File: src/core/icc_map.svh
// Register offsets, field positions, reset values and limits of the controller config block.
// Assumes inclusion by bare name from the matcher, top module and bench of this block.
`ifndef ICC_MAP_SVH
`define ICC_MAP_SVH

`define ICC_OFF_CON 8'h00
`define ICC_OFF_SAR 8'h08
`define ICC_OFF_MCMD 8'h10
`define ICC_OFF_RAW 8'h34
`define ICC_OFF_CLR_ABRT 8'h54
`define ICC_OFF_CLR_STOP 8'h60
`define ICC_OFF_ENABLE 8'h6C

`define ICC_CON_MASTER 0
`define ICC_CON_SPD_LO 1
`define ICC_CON_SPD_HI 2
`define ICC_CON_TWIDE 3
`define ICC_CON_CWIDE 4
`define ICC_CON_RESTART 5
`define ICC_CON_TOFF 6
`define ICC_CON_STOPADDR 7
`define ICC_CON_TXEC 8
`define ICC_CON_RXHOLD 9
`define ICC_CON_MSTOP 10
`define ICC_CON_RST 32'h0000_0065
`define ICC_CON_WMASK 32'h0000_03FF

`define ICC_SAR_RST 10'h055
`define ICC_TOP_RATE 2'h2
`define ICC_SPD_STD 2'h1

`define ICC_RAW_ABRT 6
`define ICC_RAW_STOP 9

`define ICC_CMD_RD 0
`define ICC_CMD_SBYTE 1
`define ICC_CMD_HS 2
`define ICC_CMD_DIRCHG 3

`define ICC_GCALL 8'h00
`define ICC_WIDE_PFX 5'h1E

`endif

File: src/core/icc_pkg.sv
// Types shared by the controller config block.
// Assumes icc_map.svh is on the include path.
package icc_pkg;
  typedef struct packed {
    logic start;
    logic stop;
    logic byte_vld;
    logic first;
    logic [7:0] byte_val;
  } icc_evt_t;

  typedef struct packed {
    logic rxhold;
    logic txec;
    logic stopaddr;
    logic toff;
    logic restart;
    logic cwide;
    logic twide;
    logic [1:0] speed;
    logic master;
  } icc_cfg_t;

  typedef enum logic [1:0] {
    ICC_M_IDLE = 2'b00,
    ICC_M_WAIT2 = 2'b01,
    ICC_M_HIT = 2'b10,
    ICC_M_SKIP = 2'b11
  } icc_mst_t;
endpackage : icc_pkg

File: src/core/icc_watch.sv
// Two-wire line watcher: synchronises the clock and data lines, finds START, STOP and bytes.
// Assumes lines arrive asynchronously; runs on the processor bus clock.
`timescale 1ns/1ps
module icc_watch (
  input wire logic CLK, // Bus clock
  input wire logic RST, // Sync reset, high
  input wire logic scl_i, // Raw clock line
  input wire logic sda_i, // Raw data line
  output icc_pkg::icc_evt_t evt // Line events, one-cycle pulses
);
  import icc_pkg::*;
  logic [1:0] scl_s_r;
  logic [1:0] sda_s_r;
  logic scl_d_r;
  logic sda_d_r;
  logic [7:0] sh_r;
  logic [3:0] cnt_r;
  logic first_r;
  logic scl_rise;

  // --------------------------------
  // Synchronisers, second stage feeds all logic
  // --------------------------------
  always_ff @(posedge CLK) begin
    if (RST) begin
      scl_s_r <= 2'h3;
      sda_s_r <= 2'h3;
      scl_d_r <= 1'b1;
      sda_d_r <= 1'b1;
    end else begin
      scl_s_r <= {scl_s_r[0], scl_i};
      sda_s_r <= {sda_s_r[0], sda_i};
      scl_d_r <= scl_s_r[1];
      sda_d_r <= sda_s_r[1];
    end
  end

  assign scl_rise = scl_s_r[1] & ~scl_d_r;

  // --------------------------------
  // Byte shifter; ninth clock is the acknowledge slot
  // --------------------------------
  always_ff @(posedge CLK) begin
    if (RST) begin
      evt <= '0;
      sh_r <= 8'h00;
      cnt_r <= 4'h0;
      first_r <= 1'b0;
    end else begin
      evt.start <= scl_s_r[1] & sda_d_r & ~sda_s_r[1];
      evt.stop <= scl_s_r[1] & ~sda_d_r & sda_s_r[1];
      evt.byte_vld <= 1'b0;
      if (scl_s_r[1] & sda_d_r & ~sda_s_r[1]) begin
        cnt_r <= 4'h0;
        first_r <= 1'b1;
      end else if (scl_rise) begin
        if (cnt_r == 4'h8) begin
          cnt_r <= 4'h0;
          first_r <= 1'b0;
        end else begin
          sh_r <= {sh_r[6:0], sda_s_r[1]};
          cnt_r <= cnt_r + 4'h1;
          if (cnt_r == 4'h7) begin
            evt.byte_vld <= 1'b1;
            evt.first <= first_r;
            evt.byte_val <= {sh_r[6:0], sda_s_r[1]};
          end
        end
      end
    end
  end
endmodule : icc_watch

File: src/core/icc_match.sv
// Own-address matcher for the target role, 7- or 10-bit.
// Assumes line events from icc_watch on the same clock.
`timescale 1ns/1ps
`include "icc_map.svh"
module icc_match (
  input wire logic CLK, // Bus clock
  input wire logic RST, // Sync reset, high
  input icc_pkg::icc_evt_t evt, // Line events
  input wire logic en, // Target role enabled
  input wire logic wide, // 10-bit target addressing
  input wire logic [9:0] sar, // Own address
  output logic hit // Own address matched in this transfer
);
  import icc_pkg::*;
  icc_mst_t st_r;
  logic [1:0] hi_r;

  assign hit = (st_r == ICC_M_HIT);

  always_ff @(posedge CLK) begin
    if (RST) begin
      st_r <= ICC_M_IDLE;
      hi_r <= 2'h0;
    end else if (evt.start | evt.stop | ~en) begin
      st_r <= ICC_M_IDLE;
    end else if (evt.byte_vld) begin
      case (st_r)
        ICC_M_IDLE: begin
          if (!evt.first) begin
            st_r <= ICC_M_SKIP;
          end else if (evt.byte_val[7:3] == `ICC_WIDE_PFX) begin
            // Wide prefix is never a 7-bit address
            hi_r <= evt.byte_val[2:1];
            st_r <= wide ? ICC_M_WAIT2 : ICC_M_SKIP;
          end else if (!wide && evt.byte_val != `ICC_GCALL
                       && evt.byte_val[7:1] == sar[6:0]) begin
            st_r <= ICC_M_HIT;
          end else begin
            // General call lands here: never an own-address hit
            st_r <= ICC_M_SKIP;
          end
        end
        ICC_M_WAIT2: begin
          st_r <= ({hi_r, evt.byte_val} == sar) ? ICC_M_HIT : ICC_M_SKIP;
        end
        default: begin
          st_r <= st_r;
        end
      endcase
    end
  end
endmodule : icc_match

File: src/core/icc_top.sv
// Controller configuration register with APB slave, own-address match and stop qualification.
// Assumes an APB master on CLK and open-drain two-wire lines resolved outside.
//
// Notes on behaviour
// - Config writes are ignored while the controller enable bit reads one.
// - Config bits 10, 11, 16, 17, 18, 19 are read-only.
// - Bit 10 reads zero: master stop interrupt only when master active.
// - Bit 8 picks default or controlled transmit-empty interrupt, reset zero.
// - Bit 7 set: target stop interrupt only when addressed; reset zero.
// - General call never qualifies the addressed-only stop interrupt.
// - Bit 6 disables the target role, reset one.
// - Bit 5 allows repeated starts, reset one.
// - Without repeated starts: no start byte, high speed, turnaround, wide read.
// - Without repeated starts transfers split by stop plus fresh start.
// - A forbidden request without repeated starts sets the abort flag, bit 6.
// - Bit 4 selects 7- or 10-bit master addressing, reset zero.
// - Bit 3 clear: ignore wide transfers, match low 7 address bits.
// - Bit 3 set: answer only wide transfers matching all 10 bits.
// - Bit 0 enables the master, reset one.
// - Bits 2:1 select speed, reset two.
// - Illegal speed writes store the top supported speed.
`timescale 1ns/1ps
`include "icc_map.svh"
module icc_top (
  input wire logic CLK, // Bus clock, 200 MHz
  input wire logic RST, // Sync reset, high
  input wire logic PSEL, // APB select
  input wire logic PENABLE, // APB access phase
  input wire logic PWRITE, // APB direction
  input wire logic [7:0] PADDR, // APB byte address
  input wire logic [31:0] PWDATA, // APB write data
  output logic [31:0] PRDATA, // APB read data
  output logic PREADY, // APB ready
  output logic PSLVERR, // APB error on unmapped address
  input wire logic SCL_I, // Clock line level
  output logic SCL_O, // Clock line drive value
  output logic SCL_OE, // Clock line drive enable
  input wire logic SDA_I, // Data line level
  input wire logic RX_FULL, // Receive buffer physically full
  output logic TARGET_HIT, // Own address matched
  output logic SPLIT_XFER, // Split by stop and start
  output logic CTRL_WIDE, // Master uses 10-bit address
  output logic TXE_CTRL, // Controlled transmit-empty mode
  output logic [1:0] SPEED, // Speed mode
  output logic MASTER_EN, // Master role enabled
  output logic TARGET_EN // Target role enabled
);
  import icc_pkg::*;

  // --------------------------------
  // State
  // --------------------------------
  icc_cfg_t cfg_r;
  icc_cfg_t cfg_nxt;
  icc_evt_t evt;
  logic enable_r;
  logic [9:0] sar_r;
  logic abrt_r;
  logic stop_irq_r;
  logic mst_act_r;
  logic hit;
  logic acc;
  logic wr_go;
  logic rd_go;
  logic mapped;
  logic bad_cmd;
  logic stop_set;
  logic [31:0] rd_val;

  // Speed value legalised on write
  function automatic logic [1:0] fix_speed(input logic [1:0] s);
    if (s == 2'h0 || s > `ICC_TOP_RATE) begin
      fix_speed = `ICC_TOP_RATE;
    end else begin
      fix_speed = s;
    end
  endfunction : fix_speed

  // Register image of the config fields
  function automatic logic [31:0] con_word(input icc_cfg_t c);
    logic [31:0] w;
    w = 32'h0000_0000;
    w[`ICC_CON_MASTER] = c.master;
    w[`ICC_CON_SPD_HI:`ICC_CON_SPD_LO] = c.speed;
    w[`ICC_CON_TWIDE] = c.twide;
    w[`ICC_CON_CWIDE] = c.cwide;
    w[`ICC_CON_RESTART] = c.restart;
    w[`ICC_CON_TOFF] = c.toff;
    w[`ICC_CON_STOPADDR] = c.stopaddr;
    w[`ICC_CON_TXEC] = c.txec;
    w[`ICC_CON_RXHOLD] = c.rxhold;
    con_word = w;
  endfunction : con_word

  // --------------------------------
  // APB slave, one wait state so read data comes from a flop
  // --------------------------------
  assign acc = PSEL & PENABLE;
  assign wr_go = acc & PREADY & PWRITE;
  assign rd_go = acc & PREADY & ~PWRITE;

  always_comb begin
    mapped = 1'b1;
    rd_val = 32'h0000_0000;
    if (PADDR == `ICC_OFF_CON) begin
      rd_val = con_word(cfg_r);
    end else if (PADDR == `ICC_OFF_SAR) begin
      rd_val = {22'h0, sar_r};
    end else if (PADDR == `ICC_OFF_MCMD) begin
      rd_val = {31'h0, mst_act_r};
    end else if (PADDR == `ICC_OFF_RAW) begin
      rd_val[`ICC_RAW_ABRT] = abrt_r;
      rd_val[`ICC_RAW_STOP] = stop_irq_r;
    end else if (PADDR == `ICC_OFF_CLR_ABRT) begin
      rd_val = {31'h0, abrt_r};
    end else if (PADDR == `ICC_OFF_CLR_STOP) begin
      rd_val = {31'h0, stop_irq_r};
    end else if (PADDR == `ICC_OFF_ENABLE) begin
      rd_val = {31'h0, enable_r};
    end else begin
      mapped = 1'b0;
    end
  end

  always_ff @(posedge CLK) begin
    if (RST) begin
      PREADY <= 1'b0;
      PRDATA <= 32'h0000_0000;
      PSLVERR <= 1'b0;
    end else begin
      PREADY <= acc & ~PREADY;
      if (acc & ~PREADY) begin
        PRDATA <= PWRITE ? 32'h0000_0000 : rd_val;
        PSLVERR <= ~mapped;
      end else begin
        PSLVERR <= 1'b0;
      end
    end
  end

  // --------------------------------
  // Config register
  // --------------------------------
  always_comb begin
    cfg_nxt = cfg_r;
    // Bits 31:10 have no storage, so they stay read-only and zero
    cfg_nxt.master = PWDATA[`ICC_CON_MASTER];
    cfg_nxt.speed = fix_speed(PWDATA[`ICC_CON_SPD_HI:`ICC_CON_SPD_LO]);
    cfg_nxt.twide = PWDATA[`ICC_CON_TWIDE];
    cfg_nxt.cwide = PWDATA[`ICC_CON_CWIDE];
    cfg_nxt.restart = PWDATA[`ICC_CON_RESTART];
    cfg_nxt.toff = PWDATA[`ICC_CON_TOFF];
    cfg_nxt.stopaddr = PWDATA[`ICC_CON_STOPADDR];
    cfg_nxt.txec = PWDATA[`ICC_CON_TXEC];
    cfg_nxt.rxhold = PWDATA[`ICC_CON_RXHOLD];
  end

  always_ff @(posedge CLK) begin
    if (RST) begin
      cfg_r <= icc_cfg_t'(10'(`ICC_CON_RST));
    end else if (wr_go && PADDR == `ICC_OFF_CON && !enable_r) begin
      cfg_r <= cfg_nxt;
    end
  end

  always_ff @(posedge CLK) begin
    if (RST) begin
      enable_r <= 1'b0;
    end else if (wr_go && PADDR == `ICC_OFF_ENABLE) begin
      enable_r <= PWDATA[0];
    end
  end

  // Own address shares the config lock
  always_ff @(posedge CLK) begin
    if (RST) begin
      sar_r <= `ICC_SAR_RST;
    end else if (wr_go && PADDR == `ICC_OFF_SAR && !enable_r) begin
      sar_r <= PWDATA[9:0];
    end
  end

  // --------------------------------
  // Master request screening
  // --------------------------------
  assign bad_cmd = ~cfg_r.restart & (PWDATA[`ICC_CMD_SBYTE] | PWDATA[`ICC_CMD_HS]
                 | PWDATA[`ICC_CMD_DIRCHG]
                 | (PWDATA[`ICC_CMD_RD] & cfg_r.cwide));

  always_ff @(posedge CLK) begin
    if (RST) begin
      abrt_r <= 1'b0;
      mst_act_r <= 1'b0;
    end else begin
      if (wr_go && PADDR == `ICC_OFF_MCMD && enable_r && cfg_r.master && bad_cmd) begin
        abrt_r <= 1'b1;
      end else if (rd_go && PADDR == `ICC_OFF_CLR_ABRT) begin
        abrt_r <= 1'b0;
      end
      if (wr_go && PADDR == `ICC_OFF_MCMD && enable_r && cfg_r.master && !bad_cmd) begin
        mst_act_r <= 1'b1;
      end else if (evt.stop || !enable_r) begin
        mst_act_r <= 1'b0;
      end
    end
  end

  // --------------------------------
  // Line side
  // --------------------------------
  icc_watch u_watch (
    .CLK(CLK),
    .RST(RST),
    .scl_i(SCL_I),
    .sda_i(SDA_I),
    .evt(evt)
  );

  icc_match u_match (
    .CLK(CLK),
    .RST(RST),
    .evt(evt),
    .en(enable_r & ~cfg_r.toff),
    .wide(cfg_r.twide),
    .sar(sar_r),
    .hit(hit)
  );

  // Master stop only while active; target stop needs enable and target role on, plus address match when bit 7 is set
  assign stop_set = evt.stop & (mst_act_r
                  | (enable_r & ~cfg_r.toff & (~cfg_r.stopaddr | hit)));

  always_ff @(posedge CLK) begin
    if (RST) begin
      stop_irq_r <= 1'b0;
    end else if (stop_set) begin
      stop_irq_r <= 1'b1;
    end else if (rd_go && PADDR == `ICC_OFF_CLR_STOP) begin
      stop_irq_r <= 1'b0;
    end
  end

  // --------------------------------
  // Outputs, all from flops
  // --------------------------------
  always_ff @(posedge CLK) begin
    if (RST) begin
      SCL_O <= 1'b0;
      SCL_OE <= 1'b0;
      TARGET_HIT <= 1'b0;
      SPLIT_XFER <= 1'b0;
      TARGET_EN <= 1'b0;
    end else begin
      SCL_O <= 1'b0;
      // Without hold the data path overflows instead of stretching the clock
      SCL_OE <= enable_r & cfg_r.rxhold & RX_FULL;
      TARGET_HIT <= hit;
      SPLIT_XFER <= ~cfg_r.restart;
      TARGET_EN <= ~cfg_r.toff;
    end
  end

  assign CTRL_WIDE = cfg_r.cwide;
  assign TXE_CTRL = cfg_r.txec;
  assign SPEED = cfg_r.speed;
  assign MASTER_EN = cfg_r.master;

  // --------------------------------
  // Checks
  // --------------------------------
  AST_LOCK: assert property (@(posedge CLK) disable iff (RST)
    enable_r && $past(enable_r) |-> $stable(cfg_r))
    else $error("config changed while enabled");

  AST_RO_ZERO: assert property (@(posedge CLK) disable iff (RST)
    rd_go && PADDR == `ICC_OFF_CON |-> PRDATA[31:10] == 22'h0)
    else $error("read-only config bits not zero");

  AST_SPEED: assert property (@(posedge CLK) disable iff (RST)
    cfg_r.speed != 2'h0 && cfg_r.speed <= `ICC_TOP_RATE)
    else $error("illegal speed stored");

  AST_ABORT: assert property (@(posedge CLK) disable iff (RST)
    wr_go && PADDR == `ICC_OFF_MCMD && enable_r && cfg_r.master && bad_cmd && !mst_act_r
    |=> abrt_r && !mst_act_r)
    else $error("forbidden request not aborted");

  AST_STOP_ADDR: assert property (@(posedge CLK) disable iff (RST)
    evt.stop && !mst_act_r && cfg_r.stopaddr && !hit && !stop_irq_r |=> !stop_irq_r)
    else $error("stop flagged without own address");

  AST_STOP_ANY: assert property (@(posedge CLK) disable iff (RST)
    evt.stop && enable_r && !cfg_r.toff && !cfg_r.stopaddr |=> stop_irq_r)
    else $error("stop not flagged");

  AST_HOLD: assert property (@(posedge CLK) disable iff (RST)
    enable_r && cfg_r.rxhold && RX_FULL ##1 enable_r && RX_FULL |-> SCL_OE && !SCL_O)
    else $error("clock line not held on full buffer");

  AST_NO_HOLD: assert property (@(posedge CLK) disable iff (RST)
    !cfg_r.rxhold && $past(!cfg_r.rxhold) |-> !SCL_OE)
    else $error("clock line held with hold policy off");

  AST_TOFF: assert property (@(posedge CLK) disable iff (RST)
    cfg_r.toff && $past(cfg_r.toff) |-> !hit)
    else $error("target matched while disabled");

  AST_SPLIT: assert property (@(posedge CLK) disable iff (RST)
    !cfg_r.restart ##1 !cfg_r.restart |-> SPLIT_XFER)
    else $error("split mode not shown");

  AST_READY: assert property (@(posedge CLK) disable iff (RST)
    acc && !PREADY |=> PREADY ##1 !PREADY)
    else $error("APB answer timing broken");

  AST_TEN: assert property (@(posedge CLK) disable iff (RST)
    $past(cfg_r.toff) |-> !TARGET_EN)
    else $error("target role shown while disabled");

  AST_MSTOP: assert property (@(posedge CLK) disable iff (RST)
    evt.stop && mst_act_r |=> stop_irq_r)
    else $error("master stop not flagged");

  AST_RESTART_OK: assert property (@(posedge CLK) disable iff (RST)
    cfg_r.restart && !abrt_r |=> !abrt_r)
    else $error("abort raised with repeated starts allowed");

  // Illegal speed codes must land as the top supported rate, not as written
  AST_SPEED_FIX: assert property (@(posedge CLK) disable iff (RST)
    wr_go && PADDR == `ICC_OFF_CON && !enable_r
    && (PWDATA[`ICC_CON_SPD_HI:`ICC_CON_SPD_LO] == 2'h0
    || PWDATA[`ICC_CON_SPD_HI:`ICC_CON_SPD_LO] > `ICC_TOP_RATE)
    |=> cfg_r.speed == `ICC_TOP_RATE)
    else $error("illegal speed not replaced");
endmodule : icc_top

File: config.mk
export PLATFORM = sky130hd
export DESIGN_NAME = icc_top
export DESIGN_NICKNAME = d
export VERILOG_FILES = /design/src/core/icc_pkg.sv /design/src/core/icc_watch.sv /design/src/core/icc_match.sv /design/src/core/icc_top.sv
export VERILOG_INCLUDE_DIRS = /design/src /design/src/core
export SDC_FILE = /design/constraint.sdc
export NUM_CORES = 1
export LEC_CHECK = 0
export ABC_AREA = 1
export BUFFER_PORTS_ARGS = -buffer_cell sky130_fd_sc_hd__buf_2
export CAP_MARGIN = 20
export CORE_ASPECT_RATIO = 0.7
export CORE_MARGIN = 4
export CORE_UTILIZATION = 30
export CTS_CLUSTER_SIZE = 40
export DETAILED_ROUTE_END_ITERATION = 10
export PLACE_DENSITY = 0.51
export SYNTH_ARGS = -nofsm -noshare
export SYNTH_HDL_FRONTEND = slang
export SYNTH_SLANG_ARGS = --single-unit
export TNS_END_PERCENT = 30
File: constraint.sdc
create_clock -name CLK -period 2.15 [get_ports CLK]
set_clock_uncertainty 0.2 [all_clocks]
set_input_delay 0.1075 -clock CLK [delete_from_list [all_inputs] [get_ports CLK]]
set_output_delay 0.1075 -clock CLK [all_outputs]
set_load 0.02 [all_outputs]
==> run metrics, run 1 <==
drt initial violations=~220; first-pass GRT wire length=between 10 and 15 mm; status=finished clean; largest net degree at the start of global routing=22; Root Buffer=clkbuf_16; Yosys reg bits=74; hold slack=10.0 ps; Slew Viols, Final=0; TritonCTS clock tree=done; Final Cycle Share=about four fifths; Final WS setup=between 300 and 400 ps; DR pass1 iterations=5; type of the worst setup path=reg -> reg; post-route antenna net violation count=0; Nets=589; async set or reset register ratio after synthesis=0%; CP most frequent cell=inv_1; Horiz. Die Dim=137 microns; FP Rows=32; RSZ-0062 raised after global routing=no; GRT overflow=0; commonest non-fill, non-tap cell in the layout=nand2_1; Main synth FF type=dfxtp_1; Hold Path Class=in -> reg; CP max stage delay=between 300 and 400 ps; Pwr Density=roughly 740 mW/mm^2; # diodes=0; CTS Buf Count=9; crit-path max FO=11; area leader, netlist=dfxtp_1; die height=98.5 microns; Crit path required time=approximately 2200 ps; Synth area leaders=dfxtp_1, nand2_1, nor2_1; DP HPWL=~7.2 mm; CTS max path bufs=2; hold_sp=PSEL; total number of vias=approximately 3,200; share of cells above drive strength 1=16.2%; critical path arrival=1770 ps; Final Routed Wirelength=around 9.4 mm; f_max=~0.57 GHz; Placer Congestion=about 0.84; Starting Density=31.3%; most frequent cells in the layout=nand2_1, dfxtp_1, nor2_1; CP top delay family=flip-flops; mean area per synthesized cell=7.41 sq um; TNS Setup=0 ps; crit path launch type=register; Syn Inst Count=between 400 and 500; Via density=4.56; DR WL/cell=approximately 13 microns; Residual DRC=0; Layout area overhead=22.1%; Max Cap Viol=0; post-synth design cell area=0.00351 sq mm; Netlist cell types=38; Max stage delay cell, worst path=dfxtp_1; Fin. Hold Viols=0; I/O pin count=slightly above 90; Yosys warning count=0; Buf/Inv on CP=3; clk_lat worst skew=about 340 ps; # port buffers=46; die area=0.0135 sq mm; Worst-path clk slew=~60 ps; Post-Place Worst Slack=between 300 and 400 ps; placed inst area=0.00382 sq mm; Core Region=0.0112 sq mm; htree depth=3; Pleak=between 1.5 and 2 nW; design area=around 0.0043 sq mm; vias in the first global route=between 2,000 and 3,000; CP endpoint kind=register; EDFF count, synth=0; crit-path cells=inv_1 -> ha_1 -> nand2_1 -> nor2_1 -> inv_1 -> nand3_2 -> nor2_4 -> inv_1 -> o21ai_0 -> a21oi_1; Critical Path Start=u_watch.cnt_r[1]$_SDFFE_PP0P_; # setup viols final=0; CTS sink cnt=74; initial antenna violation count=0; VDD IR max=slightly below 0.0004 V; Synth top area share=about 42%; Final min period=~1800 ps; Reg-to-Reg Start=u_watch.cnt_r[1]$_SDFFE_PP0P_; Total GRT Usage=between 10 and 15%; sequential-to-total area share from yosys stat=between 40% and 50%
-- synth_stat cells (5+ instances only) --
master,number
dfxtp_1,74
inv_1,50
nand3_1,31
nor3_1,8
buf_4,25
xor2_1,8
nor2_1,56
a21oi_1,36
o211ai_1,9
clkbuf_1,7
nor2_4,7
o21ai_0,38
nand2_1,78
xnor2_1,6
or2_2,5
-- power breakdown --
group | switching, mW | internal [mW]
Combinational | 0.130 | 0.0642
Clock | 0.567 | 1.01
Sequential | 0.00628 | 1.38
-- registers in the layout (all words and copies together) (netlist names), 2 cells and up --
name and cells:
PRDATA 10, cfg_r 5, u_watch.sda_s_r 2, u_match.st_r 2
u_watch.sh_r 7, u_watch.scl_s_r 2, u_watch.cnt_r 4, sar_r 10
u_match.hi_r 2, SPEED 2, u_watch.evt 12
-- kinds of logic after synthesis --
family / share of synthesized area, %
and+or+nand+nor: 26.1
xor gates and xnor gates: 3.49
adders and majority gates: 0.713
buffers and inverters: 13.0
AOI/OAI and AO/OA: 14.5
other: 0.107
DFF: 42.2
-- layer usage --
metal,routed length [microns],track usage (%),share of wire (%),vias up
met2,3540,18.0,38,113
met4,57,3.91,0.61,0
met5,0,0,0,-
li1,-,-,-,1621
met3,742,4.29,7.9,8
met1,5020,22.7,54,1430
-- tightest hold or removal path: stages --
cell	delay, ps
buf_2	120
nand3_1	100
o31ai_1	80
a21oi_1	110
-- path summary, 6_finish.rpt --
kind | end | slack (ps) | cells past startpoint
setup / recovery | u_watch.evt[7]$_SDFFE_PP0P_ | 390 | 10
hold / removal | abrt_r$_SDFFE_PP0P_ | 10 | 4
setup reg to reg | u_watch.evt[7]$_SDFFE_PP0P_ | 390 | 10
hold reg to reg | u_watch.sda_s_r[1]$_SDFF_PP1_ | 210 | 1
-- metrics by stage --
step                total power, mW  util, %  std cells
finish                         3.16     38.2        696
global route                   3.27     38.2        696
CTS                            3.20     38.2        696
detailed placement             1.59     34.1        665
global placement               1.59     34.1        665
floorplan                      1.56        -        496
-- layout make-up --
| cell class | count | area, sq um |
|---|---|---|
| sequential | 74 | 1480 |
| clock inverter | 5 | 78.8 |
| clock buffer | 10 | 229 |
| tap | 153 | 191 |
| multi-input combinational | 331 | 1660 |
| fill | 1215 | 6930 |
| timing repair buffer | 69 | 443 |
| inverter | 54 | 205 |
-- what timing repair did --
item,CTS,global route
setup buffers,0,0
hold buffers,16,0
resized for setup,0,0
hold endpoints to repair,42,0
Power figures use the tool's default switching activity.
==> run 2, diff against run 1 <==
--- a/config.mk
+++ b/config.mk
@@ -14,7 +14,7 @@
 export CORE_UTILIZATION = 30
 export CTS_CLUSTER_SIZE = 40
 export DETAILED_ROUTE_END_ITERATION = 10
-export PLACE_DENSITY = 0.51
+export PLACE_DENSITY = 0.53
 export SYNTH_ARGS = -nofsm -noshare
 export SYNTH_HDL_FRONTEND = slang
 export SYNTH_SLANG_ARGS = --single-unit
==> constraint.sdc (replaced) <==
create_clock -name CLK -period 1.6 [get_ports CLK]
set_clock_uncertainty 0.2 [all_clocks]
set_input_delay 0.08 -clock CLK [delete_from_list [all_inputs] [get_ports CLK]]
set_output_delay 0.08 -clock CLK [all_outputs]
set_load 0.02 [all_outputs]
==> run metrics, run 2 (synthesized netlist as in run 1, its figures left out) <==
Largest register FFs=12 (unchanged); drt initial violations=339 (+53%); Core Region=0.0112 sq mm (unchanged); commonest non-fill, non-tap cell in the layout=nand2_1; crit path launch type=input port; CTS Buf Count=9 (unchanged); Residual DRC=0 (unchanged); crit-path max FO=6 (-5); Final min period=approximately 1600 ps; Starting Density=31.3% (unchanged); GRT overflow=0 (unchanged); die area=0.0135 sq mm (unchanged); WL met3=683 microns (-8.0%); Placer Congestion=0.886 (+5.1%); Root Buffer=clkbuf_16; first-pass GRT wire length=15.1 mm (+1.1%); DRT met1 WL=5.10 mm (+1.8%); Worst-path clk slew=60 ps (about the same); Final Routed Wirelength=9.52 mm (+1.7%); status=finished with violations; total number of vias=3,266 (+3.0%); Final Cycle Share=101%; number of fill cells=1,159 (-4.6%); CTS max path bufs=2 (unchanged); Overall Power=4.32 mW (+37%); DR top layer=met4; # setup viols final=4 (+4); type of the worst setup path=in -> reg; Hold Path Class=in -> reg; routed wl met2=3.64 mm (+2.9%); Pleak=2.03 nW (+11%); failing checks=setup timing; RSZ-0062 raised after global routing=yes; area of the multi-input gates=0.00179 sq mm (+8.0%); initial antenna violation count=0 (unchanged); Slew Viols, Final=0 (unchanged); die height=98.5 microns (unchanged); Max Cap Viol=0 (unchanged); Nets=622 (+5.6%); DR pass1 iterations=5 (unchanged); CTS sink cnt=74 (unchanged); # port buffers=46 (unchanged); f_max=0.617 GHz; htree depth=3 (unchanged); Largest regs=u_watch.evt x12, PRDATA x10, sar_r x10; I/O pin count=92 (unchanged); Finished Layout Cells=730 (+4.9%); FP Rows=32 (unchanged); Top reg by flops=u_watch.evt; Final WS setup=-19.5 ps (-411 ps); CP endpoint kind=register; clk_lat worst skew=340 ps (about the same); share of cells above drive strength 1=25.5% (+9.3 points); reg-to-reg slack, setup=-10 ps (-400 ps); TNS Setup=-43.7 ps (-43.7 ps); Crit path required time=1610 ps (-550 ps); critical path arrival=1630 ps (-140 ps); Pwr Density=913 mW/mm^2 (+24%); Via density=4.47 (-1.8%); TritonCTS clock tree=done; # diodes=0 (unchanged); DP HPWL=6.90 mm (-3.9%); Post-Place Worst Slack=-24.0 ps (-414 ps); Fin. Hold Viols=0 (unchanged); DR WL/cell=13.0 microns (-3.1%); VDD IR max=0.000663 V (+72%); largest net degree at the start of global routing=44 (+100%); vias in the first global route=2,996 (+3.5%); post-route antenna net violation count=0 (unchanged); Horiz. Die Dim=137 microns (unchanged); placed cell count=680 (+2.3%); register area=0.00149 sq mm (+0.34%); final core utilization=42.2% (+4.0 points); Layout area overhead=34.8%; most frequent cells in the layout=nand2_1, dfxtp_1, nor2_1; Total GRT Usage=14.2% (-0.088 points)
-- run 2: layout make-up --
| cell class | instances | area share (%) |
|---|---|---|
| Multi-Input combinational cell | 332 | 37.8 |
| Sequential cell | 74 | 31.4 |
| Timing Repair Buffer | 100 | 15.3 |
| Clock buffer | 9 | 4.76 |
| Inverter | 54 | 4.49 |
| Tap cell | 153 | 4.04 |
| Clock inverter | 7 | 1.98 |
| Timing Repair inverter | 1 | 0.185 |
-- run 2: critical path, cell delays in order --
cell and delay (ps):
dlygate4sd3_1 520, buf_2 170, nand4_4 120, nor2_4 190
inv_2 100, nor2_4 220, buf_4 160, o211ai_1 70
-- run 2: where the power goes --
group          internal [mW]  switching, mW
Clock                   1.36          0.791
Sequential              1.86         0.0100
Combinational          0.112          0.188
Total                   3.33          0.989
-- run 2: worst paths after layout --
path,start,endpoint,cells past startpoint
hold reg to reg,u_watch.scl_s_r[0]$_SDFF_PP1_,u_watch.scl_s_r[1]$_SDFF_PP1_,1
setup reg to reg,u_watch.cnt_r[0]$_SDFFE_PP0P_,u_watch.evt[8]$_SDFFE_PP0P_,8
setup / recovery,PWRITE,sar_r[6]$_SDFFE_PP1P_,8
hold / removal,PADDR[3],sar_r[8]$_SDFFE_PP0P_,4
-- run 2: routing by layer --
layer | vias to the layer above | global-route usage (%)
met3 | 12 | 4.54
met4 | 0 | 2.99
met5 | - | 0
met1 | 1468 | 22.2
met2 | 92 | 18.5
li1 | 1694 | -
-- run 2: through the flow --
stage	cell area (sq um)	hold slack [ps]
2_1_floorplan	3600	-16.2
3_3_place_gp	3950	69.6
3_5_place_dp	3950	66.9
4_1_cts	4530	6.64
5_1_grt	4730	51.6
6_report	4730	30.8
-- run 2: repair_timing --
item                                    in CTS  in global routing
hold buffers                                25                  0
gates cloned                                 0                  2
endpoints found under the setup margin       7                 42
pin swaps                                    1                  9
gates resized for setup                      2                 53
endpoints found under the hold margin       29                  0
setup buffers                                1                  7
==> run 3, diff against run 2 <==
==> constraint.sdc (replaced) <==
create_clock -name CLK -period 1.3 [get_ports CLK]
set_clock_uncertainty 0.2 [all_clocks]
set_input_delay 0.065 -clock CLK [delete_from_list [all_inputs] [get_ports CLK]]
set_output_delay 0.065 -clock CLK [all_outputs]
set_load 0.02 [all_outputs]
==> run metrics, run 3 (synthesized netlist as in run 1, its figures left out) <==
status=finished with violations; failing checks=setup timing; crit path launch type=register; placed inst area=0.00425 sq mm (+7.7%); Fin. Hold Viols=0 (unchanged); CTS Buf Count=9 (unchanged); # port buffers=46 (unchanged); crit-path cells=inv_2 -> ha_4 -> nand2_4 -> nor2_4 -> inv_2 -> nand3_4 -> nor2_4 -> clkinv_4 -> o21ai_4 -> a21oi_2; Reg-to-Reg Start=u_watch.cnt_r[0]$_SDFFE_PP0P_; Root Buffer=clkbuf_16; I/O pin count=92 (unchanged); initial antenna violation count=0 (unchanged); die height=98.5 microns (unchanged); FP Rows=32 (unchanged); TritonCTS clock tree=done; largest net degree at the start of global routing=18 (-59%); clk_lat worst skew=340 ps (about the same); Placer Congestion=0.845 (-4.6%); Comb pwr share=8.4% (+1.5 points); DRT met1 WL=5.34 mm (+4.6%); CTS max path bufs=2 (unchanged); Largest regs=u_watch.evt x12, PRDATA x10, sar_r x10; critical path arrival=1670 ps (+40 ps); Overall Power=5.05 mW (+17%); die area=0.0135 sq mm (unchanged); Max Cap Viol=0 (unchanged); WHS Path Cells=4 (unchanged); CP top delay family=simple AND/OR/NAND/NOR gates; total number of vias=3,402 (+4.2%); share of cells above drive strength 1=35.0% (+9.5 points); Finished Layout Cells=762 (+4.4%); Psw=1.24 mW (+26%); hold_sp=PWRITE; Final WS setup=-335 ps (-316 ps); most frequent cells in the layout=nand2_1, dfxtp_1, buf_4; htree depth=3 (unchanged); first-pass GRT wire length=16.4 mm (+8.6%); Nets=654 (+5.1%); Pwr Density=996 mW/mm^2 (+9.0%); CP max stage delay=330 ps (-190 ps); DP HPWL=7.84 mm (+14%); design area=0.00507 sq mm (+7.1%); f_max=about 0.61 GHz; commonest non-fill, non-tap cell in the layout=nand2_1; DR top layer=met4; Pleak=2.18 nW (+7.4%); placed cell count=719 (+5.7%); CP endpoint kind=register; Residual DRC=0 (unchanged); Final Cycle Share=126%; DR WL/cell=13.6 microns (+4.3%); post-route antenna net violation count=0 (unchanged); Starting Density=31.3% (unchanged); Max stage delay cell, worst path=dfxtp_2; sw frac=24.6% (+1.7 points); Buf/Inv on CP=3 (-1); R2R depth=10 (+2); Layout area overhead=44.4%; DR pass1 iterations=4 (-1); RSZ-0062 raised after global routing=yes; Total GRT Usage=15.3% (+1.2 points); clock share of power=46.0% (-3.8 points); Final Routed Wirelength=10.4 mm (+8.9%); Horiz. Die Dim=137 microns (unchanged); sequential power share=45.6% (+2.3 points); reg-to-reg slack, setup=-340 ps (-330 ps); Slew Viols, Final=0 (unchanged); Core Region=0.0112 sq mm (unchanged); routed wl met2=4.30 mm (+18%); Via density=4.46 (-0.21%); Worst-path clk slew=60 ps (about the same); Final min period=1640 ps; r2r endpoint=u_watch.evt[8]$_SDFFE_PP0P_; crit-path max FO=6 (unchanged); Crit path required time=1330 ps (-280 ps); Largest register FFs=12 (unchanged); WL met3=637 microns (-6.7%); TNS Setup=-7440 ps (-7390 ps); vias in the first global route=3,325 (+11%); type of the worst setup path=reg -> reg; Hold EP=enable_r$_SDFFE_PP0P_; Top reg by flops=u_watch.evt; Hold Path Class=in -> reg; Post-Place Worst Slack=-340 ps (-316 ps); # setup viols final=53 (+49); VDD IR max=0.000752 V (+13%); CTS sink cnt=74 (unchanged); Pint=3.80 mW (+14%); # diodes=0 (unchanged); GRT overflow=0 (unchanged); drt initial violations=125 (-63%)
==> run 3: power groups by stage <==
stage	combinational, mW	clock (mW)	sequential (mW)
final	0.423	2.32	2.30
after floorplan	0.233	0	2.35
after detailed placement	0.338	0	2.35
after CTS	0.390	2.38	2.30
after global placement	0.334	0	2.35
after global routing	0.464	2.48	2.30
==> run 3: how the worst max path moves through the flow <==
stage	from	end	slack, ps	cells after the start
final	u_watch.cnt_r[0]$_SDFFE_PP0P_	u_watch.evt[8]$_SDFFE_PP0P_	-340	10
after global routing	u_watch.cnt_r[0]$_SDFFE_PP0P_	u_watch.evt[8]$_SDFFE_PP0P_	-430	10
after CTS	u_watch.cnt_r[0]$_SDFFE_PP0P_	u_watch.evt[7]$_SDFFE_PP0P_	-250	10
after detailed placement	u_watch.cnt_r[0]$_SDFFE_PP0P_	u_watch.evt[8]$_SDFFE_PP0P_	-340	10
after global placement	u_watch.cnt_r[0]$_SDFFE_PP0P_	u_watch.evt[8]$_SDFFE_PP0P_	-280	10
after floorplan	u_watch.cnt_r[0]$_SDFFE_PP0P_	u_watch.evt[7]$_SDFFE_PP0P_	-290	11
==> run 3: what timing repair did <==
action | in CTS | in global routing
hold buffers | 18 | 0
hold endpoints to repair | 32 | 0
resized for setup | 30 | 65
pin swaps | 10 | 10
setup endpoints to repair | 59 | 60
gates cloned | 0 | 1
buffers inserted | 4 | 4
==> run 3: layout make-up <==
type | instances | area, sq um
Fill cell | 1143 | 6140
Multi-Input combinational cell | 331 | 1900
Sequential cell | 74 | 1500
Timing Repair Buffer | 133 | 971
Clock buffer | 11 | 243
Inverter | 54 | 218
Tap cell | 153 | 191
Clock inverter | 5 | 38.8
Timing Repair inverter | 1 | 6.26
==> run 3: metrics by stage <==
step                      hold WS [ps]  util (%)
after floorplan                  -31.2         -
after global placement            54.2      37.9
after detailed placement          58.7      37.9
after CTS                         7.60      43.0
after global routing              64.1      45.2
final                             56.3      45.2
==> run 3: worst min-delay path: stages <==
cell and delay (ps):
buf_2 120, nand4_4 100, buf_4 120, o311a_1 150
==> run 3: per-layer routing <==
layer  up-vias  track usage (%)
li1       1757                -
met1      1561             23.2
met2        75             21.4
met3         9             4.18
met4         0             3.53
met5         -                0
